--- config.mk ---
export PLATFORM = sky130hd
export DESIGN_NAME = pafs_top
export DESIGN_NICKNAME = d
export VERILOG_FILES = /design/src/hw/pafs_pkg.sv /design/src/hw/pafs_top.sv /design/src/hw/pafs_sync.sv
export SDC_FILE = /design/constraint.sdc
export NUM_CORES = 1
export LEC_CHECK = 0
export ABC_AREA = 1
export ABC_CLOCK_PERIOD_IN_PS = 1600
export BUFFER_PORTS_ARGS = -buffer_cell sky130_fd_sc_hd__buf_2
export CORE_MARGIN = 4
export CORE_UTILIZATION = 55
export DETAILED_ROUTE_END_ITERATION = 6
export PLACE_DENSITY = 0.82
export SLEW_MARGIN = 20
export SYNTH_ARGS = -nofsm -noshare
export SYNTH_HDL_FRONTEND = slang
export SYNTH_SLANG_ARGS = --single-unit
export TNS_END_PERCENT = 100
--- constraint.sdc ---
create_clock -name clock -period 1.6 [get_ports clock]
set_clock_uncertainty 0.05 [all_clocks]
set_input_delay 0.16 -clock clock [delete_from_list [all_inputs] [get_ports clock]]
set_output_delay 0.16 -clock clock [all_outputs]
set_load 0.05 [all_outputs]
--- src/hw/pafs_pkg.sv ---
`default_nettype none

package pafs_pkg;

    // number of port a pins bonded out on the small package
    localparam int PAFS_PINS = 6;

    // apb register byte offsets
    localparam logic [11:0] PAFS_OFF_DATA_OUT = 12'h000;
    localparam logic [11:0] PAFS_OFF_DIR = 12'h004;
    localparam logic [11:0] PAFS_OFF_AF_EN = 12'h008;
    localparam logic [11:0] PAFS_OFF_FSEL_LOW = 12'h00c;
    localparam logic [11:0] PAFS_OFF_FSEL_HIGH = 12'h010;
    localparam logic [11:0] PAFS_OFF_DATA_IN = 12'h014;
    localparam logic [11:0] PAFS_OFF_EDGE_RISE = 12'h018;
    localparam logic [11:0] PAFS_OFF_IRQ_STATUS = 12'h01c;
    localparam logic [11:0] PAFS_OFF_IRQ_CLEAR = 12'h020;
    localparam logic [11:0] PAFS_OFF_IRQ_ENABLE = 12'h024;

    // reset values, all six bits wide
    localparam logic [5:0] PAFS_RST_DATA_OUT = 6'h00;
    localparam logic [5:0] PAFS_RST_DIR = 6'h3f;
    localparam logic [5:0] PAFS_RST_AF_EN = 6'h04;
    localparam logic [5:0] PAFS_RST_FSEL = 6'h00;
    localparam logic [5:0] PAFS_RST_EDGE_RISE = 6'h00;
    localparam logic [5:0] PAFS_RST_IRQ = 6'h00;

    // pins whose interrupt edge is chosen; the rest fire on both edges
    localparam logic [5:0] PAFS_EDGE_CFG_MASK = 6'h0f;

    // width of the unused upper part of a 32-bit data word
    localparam int PAFS_PAD_W = 26;

    // function code: {function_select_low bit, function_select_high bit}
    typedef enum logic [1:0] {
        PAFS_SEL_00 = 2'b00,
        PAFS_SEL_01 = 2'b01,
        PAFS_SEL_10 = 2'b10,
        PAFS_SEL_11 = 2'b11
    } pafs_sel_t;

    // signals the on-chip peripherals hand to the mux
    typedef struct packed {
        logic timer_a_output;
        logic timer_b_output;
        logic uart_transmit_line;
        logic uart_driver_enable;
        logic comparator_output;
    } pafs_periph_out_t;

    // signals the mux hands back to the peripherals
    typedef struct packed {
        logic timer_a_input;
        logic timer_b_input;
        logic external_clock_input;
        logic external_reset_input;
        logic uart_clear_to_send;
        logic uart_receive_line;
    } pafs_periph_in_t;

    // idle value of the peripheral inputs when no pin feeds them
    localparam pafs_periph_in_t PAFS_PERIPH_IN_IDLE = 6'b000001;

endpackage

`default_nettype wire

--- src/hw/pafs_top.sv ---
// The register addresses and register access over APB were decided locally.
`default_nettype none

// Functional notes
// - bit0 00 timer a input, 11 inverted output
// - bit2 00 driver enable, 01 reset, 10 timer b
// - bit3 cts, comparator out, timer b in, analog
// - bit4 00 receive line, 11 analog negative input
// - bit5 00 transmit line, 01 inverted timer b
// - bit5 11 analog positive input, 10 reserved
// - select applies only while function enable set
// - analog choice bypasses the digital output path
// - some pins interrupt on chosen single edge
// - other pins interrupt on both edges
// - alternate function overrides direction setting
module pafs_top
    import pafs_pkg::*;
(
    input wire logic clock,
    input wire logic rstn,
    input wire logic psel,
    input wire logic penable,
    input wire logic pwrite,
    input wire logic [11:0] paddr,
    input wire logic [31:0] pwdata,
    output logic [31:0] prdata,
    output logic pready,
    output logic pslverr,
    input wire logic [5:0] pin_in,
    output logic [5:0] pin_out,
    output logic [5:0] pin_oe,
    output logic [5:0] analog_en,
    input wire pafs_periph_out_t periph_out,
    output pafs_periph_in_t periph_in,
    output logic irq
);

    // software-visible state
    logic [5:0] data_out_ff; // gpio output data
    logic [5:0] dir_ff; // 1 = input, 0 = output
    logic [5:0] af_en_ff; // alternate function enable per pin
    logic [5:0] fsel_low_ff; // function_select_low
    logic [5:0] fsel_high_ff; // function_select_high
    logic [5:0] edge_rise_ff; // 1 = rising edge, 0 = falling edge
    logic [5:0] irq_status_ff; // sticky pin events
    logic [5:0] irq_en_ff; // interrupt enable
    logic [31:0] prdata_ff; // read data captured in the setup phase
    logic [5:0] nxt_data_out;
    logic [5:0] nxt_dir;
    logic [5:0] nxt_af_en;
    logic [5:0] nxt_fsel_low;
    logic [5:0] nxt_fsel_high;
    logic [5:0] nxt_edge_rise;
    logic [5:0] nxt_irq_status;
    logic [5:0] nxt_irq_en;
    logic [31:0] nxt_prdata;

    // pad- and peripheral-facing registered outputs
    logic [5:0] pin_out_ff;
    logic [5:0] pin_oe_ff;
    logic [5:0] analog_en_ff;
    pafs_periph_in_t periph_in_ff;
    logic [5:0] nxt_pin_out;
    logic [5:0] nxt_pin_oe;
    logic [5:0] nxt_analog_en;
    pafs_periph_in_t nxt_periph_in;

    // synchronised pins
    logic [5:0] pin_level; // accepted pin levels
    logic [5:0] pin_rise; // one-cycle rising pulses
    logic [5:0] pin_fall; // one-cycle falling pulses
    logic [5:0] pin_event; // qualified interrupt events

    // bus decode
    logic wr_en; // write completes this edge
    logic addr_ok; // address hits a mapped register
    logic [5:0] clr_mask; // bits cleared by a write to irq_clear

    // every pin passes the same three-stage chain
    genvar gi;
    generate
        for (gi = 0; gi < PAFS_PINS; gi++)
        begin : g_sync
            pafs_sync u_sync
            (
                .clock(clock),
                .rstn(rstn),
                .async_in(pin_in[gi]),
                .level(pin_level[gi]),
                .rise(pin_rise[gi]),
                .fall(pin_fall[gi])
            );
        end
    endgenerate

    // zero-wait slave: every access completes in its first access cycle
    assign pready = 1'b1;
    assign wr_en = psel && penable && pwrite;

    // address decode for the error answer only; reads and writes decode paddr themselves
    always_comb
    begin
        unique case (paddr)
            PAFS_OFF_DATA_OUT, PAFS_OFF_DIR, PAFS_OFF_AF_EN,
            PAFS_OFF_FSEL_LOW, PAFS_OFF_FSEL_HIGH, PAFS_OFF_DATA_IN,
            PAFS_OFF_EDGE_RISE, PAFS_OFF_IRQ_STATUS, PAFS_OFF_IRQ_CLEAR,
            PAFS_OFF_IRQ_ENABLE:
                addr_ok = 1'b1;
            default:
                addr_ok = 1'b0;
        endcase
    end

    // unmapped addresses answer with an error; nothing is written
    assign pslverr = psel && penable && !addr_ok;

    // register writes and read-data capture
    always_comb
    begin
        nxt_data_out = data_out_ff;
        nxt_dir = dir_ff;
        nxt_af_en = af_en_ff;
        nxt_fsel_low = fsel_low_ff;
        nxt_fsel_high = fsel_high_ff;
        nxt_edge_rise = edge_rise_ff;
        nxt_irq_en = irq_en_ff;
        clr_mask = 6'h00;
        nxt_prdata = prdata_ff;
        if (wr_en)
        begin
            unique case (paddr)
                PAFS_OFF_DATA_OUT: nxt_data_out = pwdata[5:0];
                PAFS_OFF_DIR: nxt_dir = pwdata[5:0];
                PAFS_OFF_AF_EN: nxt_af_en = pwdata[5:0];
                PAFS_OFF_FSEL_LOW: nxt_fsel_low = pwdata[5:0];
                PAFS_OFF_FSEL_HIGH: nxt_fsel_high = pwdata[5:0];
                PAFS_OFF_EDGE_RISE: nxt_edge_rise = pwdata[5:0];
                PAFS_OFF_IRQ_CLEAR: clr_mask = pwdata[5:0];
                PAFS_OFF_IRQ_ENABLE: nxt_irq_en = pwdata[5:0];
                default: clr_mask = 6'h00; // read-only or unmapped
            endcase
        end
        // read data is picked in the setup phase so it leaves a flop
        if (psel && !penable)
        begin
            unique case (paddr)
                PAFS_OFF_DATA_OUT:
                    nxt_prdata = {{PAFS_PAD_W{1'b0}}, data_out_ff};
                PAFS_OFF_DIR:
                    nxt_prdata = {{PAFS_PAD_W{1'b0}}, dir_ff};
                PAFS_OFF_AF_EN:
                    nxt_prdata = {{PAFS_PAD_W{1'b0}}, af_en_ff};
                PAFS_OFF_FSEL_LOW:
                    nxt_prdata = {{PAFS_PAD_W{1'b0}}, fsel_low_ff};
                PAFS_OFF_FSEL_HIGH:
                    nxt_prdata = {{PAFS_PAD_W{1'b0}}, fsel_high_ff};
                PAFS_OFF_DATA_IN:
                    nxt_prdata = {{PAFS_PAD_W{1'b0}}, pin_level};
                PAFS_OFF_EDGE_RISE:
                    nxt_prdata = {{PAFS_PAD_W{1'b0}}, edge_rise_ff};
                PAFS_OFF_IRQ_STATUS:
                    nxt_prdata = {{PAFS_PAD_W{1'b0}}, irq_status_ff};
                PAFS_OFF_IRQ_ENABLE:
                    nxt_prdata = {{PAFS_PAD_W{1'b0}}, irq_en_ff};
                default:
                    nxt_prdata = 32'h0000_0000; // clear reg and holes
            endcase
        end
    end

    // interrupt events; a pin edge in the clearing cycle still sets
    always_comb
    begin
        for (int i = 0; i < PAFS_PINS; i++)
        begin
            if (PAFS_EDGE_CFG_MASK[i])
                pin_event[i] = edge_rise_ff[i] ? pin_rise[i]
                                               : pin_fall[i];
            else
                pin_event[i] = pin_rise[i] | pin_fall[i];
        end
        nxt_irq_status = (irq_status_ff & ~clr_mask) | pin_event;
    end

    // level interrupt while any enabled event is pending
    assign irq = |(irq_status_ff & irq_en_ff);

    // register file flops
    always_ff @(posedge clock or negedge rstn)
    begin
        if (!rstn)
        begin
            data_out_ff <= PAFS_RST_DATA_OUT;
            dir_ff <= PAFS_RST_DIR;
            af_en_ff <= PAFS_RST_AF_EN;
            fsel_low_ff <= PAFS_RST_FSEL;
            fsel_high_ff <= PAFS_RST_FSEL;
            edge_rise_ff <= PAFS_RST_EDGE_RISE;
            irq_status_ff <= PAFS_RST_IRQ;
            irq_en_ff <= PAFS_RST_IRQ;
            prdata_ff <= 32'h0000_0000;
        end
        else
        begin
            data_out_ff <= nxt_data_out;
            dir_ff <= nxt_dir;
            af_en_ff <= nxt_af_en;
            fsel_low_ff <= nxt_fsel_low;
            fsel_high_ff <= nxt_fsel_high;
            edge_rise_ff <= nxt_edge_rise;
            irq_status_ff <= nxt_irq_status;
            irq_en_ff <= nxt_irq_en;
            prdata_ff <= nxt_prdata;
        end
    end

    assign prdata = prdata_ff;

    // pin mux: gpio by default, alternate function when enabled;
    // reserved codes release the pad rather than guess a function
    always_comb
    begin
        pafs_sel_t sel;
        sel = PAFS_SEL_00;
        nxt_pin_out = data_out_ff;
        nxt_pin_oe = ~dir_ff;
        nxt_analog_en = 6'h00;
        nxt_periph_in = PAFS_PERIPH_IN_IDLE;
        for (int i = 0; i < PAFS_PINS; i++)
        begin
            if (af_en_ff[i])
            begin
                sel = pafs_sel_t'({fsel_low_ff[i], fsel_high_ff[i]});
                // the function owns the driver, not the direction bit
                nxt_pin_out[i] = 1'b0;
                nxt_pin_oe[i] = 1'b0;
                unique case (i)
                    0:
                        unique case (sel)
                            PAFS_SEL_00:
                                nxt_periph_in.timer_a_input =
                                    pin_level[0];
                            PAFS_SEL_11:
                            begin
                                nxt_pin_out[0] =
                                    ~periph_out.timer_a_output;
                                nxt_pin_oe[0] = 1'b1;
                            end
                            default: nxt_pin_oe[0] = 1'b0;
                        endcase
                    1:
                        unique case (sel)
                            PAFS_SEL_00:
                            begin
                                nxt_pin_out[1] =
                                    periph_out.timer_a_output;
                                nxt_pin_oe[1] = 1'b1;
                            end
                            PAFS_SEL_10:
                                nxt_periph_in.external_clock_input =
                                    pin_level[1];
                            PAFS_SEL_11:
                                nxt_analog_en[1] = 1'b1;
                            default: nxt_pin_oe[1] = 1'b0;
                        endcase
                    2:
                        unique case (sel)
                            PAFS_SEL_00:
                            begin
                                nxt_pin_out[2] =
                                    periph_out.uart_driver_enable;
                                nxt_pin_oe[2] = 1'b1;
                            end
                            PAFS_SEL_01:
                                nxt_periph_in.external_reset_input =
                                    pin_level[2];
                            PAFS_SEL_10:
                            begin
                                nxt_pin_out[2] =
                                    periph_out.timer_b_output;
                                nxt_pin_oe[2] = 1'b1;
                            end
                            default: nxt_pin_oe[2] = 1'b0;
                        endcase
                    3:
                        unique case (sel)
                            PAFS_SEL_00:
                                nxt_periph_in.uart_clear_to_send =
                                    pin_level[3];
                            PAFS_SEL_01:
                            begin
                                nxt_pin_out[3] =
                                    periph_out.comparator_output;
                                nxt_pin_oe[3] = 1'b1;
                            end
                            PAFS_SEL_10:
                                nxt_periph_in.timer_b_input =
                                    pin_level[3];
                            PAFS_SEL_11:
                                nxt_analog_en[3] = 1'b1;
                        endcase
                    4:
                        unique case (sel)
                            PAFS_SEL_00:
                                nxt_periph_in.uart_receive_line =
                                    pin_level[4];
                            PAFS_SEL_11:
                                nxt_analog_en[4] = 1'b1;
                            default: nxt_pin_oe[4] = 1'b0;
                        endcase
                    default:
                        unique case (sel)
                            PAFS_SEL_00:
                            begin
                                nxt_pin_out[5] =
                                    periph_out.uart_transmit_line;
                                nxt_pin_oe[5] = 1'b1;
                            end
                            PAFS_SEL_01:
                            begin
                                nxt_pin_out[5] =
                                    ~periph_out.timer_b_output;
                                nxt_pin_oe[5] = 1'b1;
                            end
                            PAFS_SEL_11:
                                nxt_analog_en[5] = 1'b1;
                            default: nxt_pin_oe[5] = 1'b0;
                        endcase
                endcase
            end
        end
    end

    // pad and peripheral side flops, one cycle behind the mux
    always_ff @(posedge clock or negedge rstn)
    begin
        if (!rstn)
        begin
            pin_out_ff <= 6'h00;
            pin_oe_ff <= 6'h00;
            analog_en_ff <= 6'h00;
            periph_in_ff <= PAFS_PERIPH_IN_IDLE;
        end
        else
        begin
            pin_out_ff <= nxt_pin_out;
            pin_oe_ff <= nxt_pin_oe;
            analog_en_ff <= nxt_analog_en;
            periph_in_ff <= nxt_periph_in;
        end
    end

    assign pin_out = pin_out_ff;
    assign pin_oe = pin_oe_ff;
    assign analog_en = analog_en_ff;
    assign periph_in = periph_in_ff;

endmodule // pafs_top

`default_nettype wire

--- src/hw/pafs_sync.sv ---
`default_nettype none

module pafs_sync
(
    input wire logic clock,
    input wire logic rstn,
    input wire logic async_in,
    output logic level,
    output logic rise,
    output logic fall
);

    logic meta_ff; // first stage, read only by the second
    logic sync2_ff; // second stage
    logic sync3_ff; // third stage
    logic stable_ff; // accepted pin level
    logic nxt_stable;

    // a change is accepted only once stages two and three agree
    always_comb
    begin
        nxt_stable = (sync2_ff == sync3_ff) ? sync3_ff : stable_ff;
    end

    // the chain itself
    always_ff @(posedge clock or negedge rstn)
    begin
        if (!rstn)
        begin
            meta_ff <= 1'b0;
            sync2_ff <= 1'b0;
            sync3_ff <= 1'b0;
            stable_ff <= 1'b0;
        end
        else
        begin
            meta_ff <= async_in;
            sync2_ff <= meta_ff;
            sync3_ff <= sync2_ff;
            stable_ff <= nxt_stable;
        end
    end

    // one-cycle edge pulses in the cycle the new level is accepted
    assign rise = (sync2_ff == sync3_ff) && sync3_ff && !stable_ff;
    assign fall = (sync2_ff == sync3_ff) && !sync3_ff && stable_ff;
    assign level = stable_ff;

endmodule // pafs_sync

`default_nettype wire

==> impl_results.md <==
- Worst setup SP type: register
- Most frequent cells after synthesis: nand2_1 (117), dfrtp_1 (92), nand3_1 (61)
- Fmax: about 570 MHz
- Hold Path Depth: 4
- Synth top area share: 0.491
- CP Capture Type: primary output
- I/O Buffers: 63
- Most common cell in the synthesized netlist: nand2_1
- Measured slew at the worst slew-check pin: between 0.5 and 0.6 ns
- Final WS setup: -0.169 ns
- DR WL/cell: between 10 and 15 um
- Post-synthesis cell type count: 29
- CP delay by family, top: compound AO/OA/AOI/OAI gates
- Drt total wl: 11,100 um
- Yosys Warn Count: 0
- Antenna Cells: 0
- First-pass GRT wire length: 17,900 um
- Vias in the first global route: approximately 3,800
- Tcrit/Tclk final: 1.11
- Tot GR Track Use: 0.230
- Die height: between 100 and 150 um
- Worst-Skew Late Latency: roughly 0.36 ns
- Post-synth EDFFs: 0
- Hold slack: roughly 0.024 ns
- Worst slew margin: 0.662
- Leak: 2.84 nW
- Ys flop type: dfrtp_1
- Syn Inst Count: ~540
- CP cell instances: inv_2 > o22ai_2 > a221oi_2 > o211ai_1 > buf_4
- Hold Crit Class: input pin to register
- Status: finished with violations
- Setup CP Type: register to primary output
- Share of cells above drive strength 1: 0.222
- Violated checks: setup timing
- Starting Density: 0.567
- ANT nets after route: 0
- DRC: 0
- Critical path's largest stage delay: ~0.42 ns
- 1st-iter DRT viols: 287
- CTS buffer count: 9
- Largest net degree at the start of global routing: 101
- Setup_tns: -0.169 ns
- Cell Pwr Density: ~850 nW/um^2
- CTS sink count: 100
- Pre-antenna DRT Iters: 5
- DPL Wire Length: 7830 um
- Die Wd: 100 um
- Buf/Inv on CP: 2
- Num rows: 33
- Minimum clock period: about 1.8 ns
- P&R area growth vs syn: 19.4%
- CTS root buf: clkbuf_8
- WP depth: 5
- Grt ovf: 0
- Arrival time worst endpoint: approximately 1.6 ns
- Worst EP required: roughly 1.4 ns
- Worst R2R Path Depth: 11
- Initial antenna violation count: 0
- Pre-CTS setup slack: approximately 0.021 ns
- IR drop worst, VDD: about 0.5 mV
- FF+latch count, synth: 100
- Max clock buf depth: 2
- Critical Path Fanout Max: 2
- Async S/R FF share, synth: 1.00
- Syn avg cell area: ~8.6 um^2
- GP Congestion: between 0.9 and 1
- Cell Area, Synth: between 4000 and 5000 um^2
- Max-cap violations: 0
- Top cells by area, synth: dfrtp_1 (49%), nand2_1 (9.4%), nand3_1 (6.5%)
- Worst-path clk slew: ~0.10 ns
- Placeable Area: just over 8000 um^2
- Yosys top cell by area: dfrtp_1
- Nets: between 700 and 800
- Final core utilization: 0.678
- CTS tree: done
- RSZ-0062 raised after global routing: true
- Final Setup Violations: 1
- Overall power: approximately 4.8 mW
- Via density: 5.29
- Io pins: about 120
- Register area share after synthesis: 0.536
- Via total after detailed routing: about 4,000
- H-Tree Depth: 3
- Die Footprint: 10,100 um^2
- Slew Viols, Final: 0
- Endpoints failing hold: 0
- Slowest cell on crit path: dfrtp_1
[through the flow]
stage,cells,area [um^2]
finish,758,5600
global route,758,5600
CTS,760,5590
detailed placement,725,5190
global placement,725,5190
floorplan,570,4790
[per-layer routing]
layer | global-route usage | part of all wire
met5 | 0 | 0
met2 | 0.374 | 0.48
met4 | 0.105 | 0.031
met3 | 0.0535 | 0.081
met1 | 0.292 | 0.41
[worst paths after layout]
| path | start | to | slack, ns |
|---|---|---|---|
| max reg2reg | irq_en_ff[1]$_DFFE_PN0P_ | prdata[1]$_DFFE_PN0P_ | 0.11 |
| min in group asynchronous | rstn | pin_oe[5]$_DFF_PN0_ | 0.34 |
| max | irq_en_ff[1]$_DFFE_PN0P_ | irq | -0.17 |
| min | penable | prdata[3]$_DFFE_PN0P_ | 0.02 |
| min reg2reg | g_sync[5].u_sync.meta_ff$_DFF_PN0_ | g_sync[5].u_sync.sync2_ff$_DFF_PN0_ | 0.31 |
| max in group asynchronous | rstn | dir_ff[4]$_DFFE_PN1P_ | 0.76 |
[layout make-up]
class | count | area [um^2]
Fill cell | 650 | 2660
Tap cell | 105 | 131
Clock inverter | 3 | 43.8
Multi-Input combinational cell | 365 | 1770
Clock buffer | 13 | 169
Sequential cell | 100 | 2510
Timing Repair Buffer | 111 | 737
Inverter | 61 | 229
[cell usage in the layout (no fill, tap or decap), types with 2 or more instances in the layout]
cell,instances
ha_1,12
o21bai_1,2
nand2_2,2
nor2_1,52
nor3_1,2
buf_4,38
nand2_1,115
o211ai_1,5
nor4_1,2
o22ai_1,3
dfrtp_1,92
o21ai_2,2
inv_2,5
conb_1,29
nand3b_1,2
nand3_1,61
nor2_4,3
nor2_2,5
dfstp_2,8
nand4_1,2
o21ai_0,17
buf_12,2
dlygate4sd3_1,10
inv_1,56
buf_2,60
o21ai_1,43
clkbuf_8,12
[timing repair]
| item | 4_1_cts | 5_1_grt |
|---|---|---|
| pin swaps | 1 | 6 |
| hold buffers | 10 | 0 |
| setup endpoints to repair | 1 | 3 |
| resized for setup | 8 | 7 |
| hold endpoints to repair | 102 | 0 |
| buffers inserted | 9 | 1 |
[kinds of logic (layout without fill, tap and decap cells)]
group	count (synthesis)	count (layout)	share of synthesized area
other	2	29	0.00160
buffers and inverters	105	188	0.114
DFF	100	100	0.536
adders and majority gates	12	12	0.0321
AOI/OAI and AO/OA	76	76	0.0892
and+or+nand+nor	248	248	0.226
[report_power, final]
group	switching (mW)	leakage (nW)	total, mW	internal (mW)
logic	0.326	1.47	0.429	0.103
registers	0.0447	1.25	2.62	2.57
clock network	0.859	0.110	1.71	0.853
total	1.23	2.84	4.76	3.53
[worst min-delay path, cell delays in order]
cell	delay, ns
buf_2	0.09
nor2_1	0.06
nand2_1	0.06
nand2_1	0.04
No activity file was read; power rests on OpenSTA's default activity.
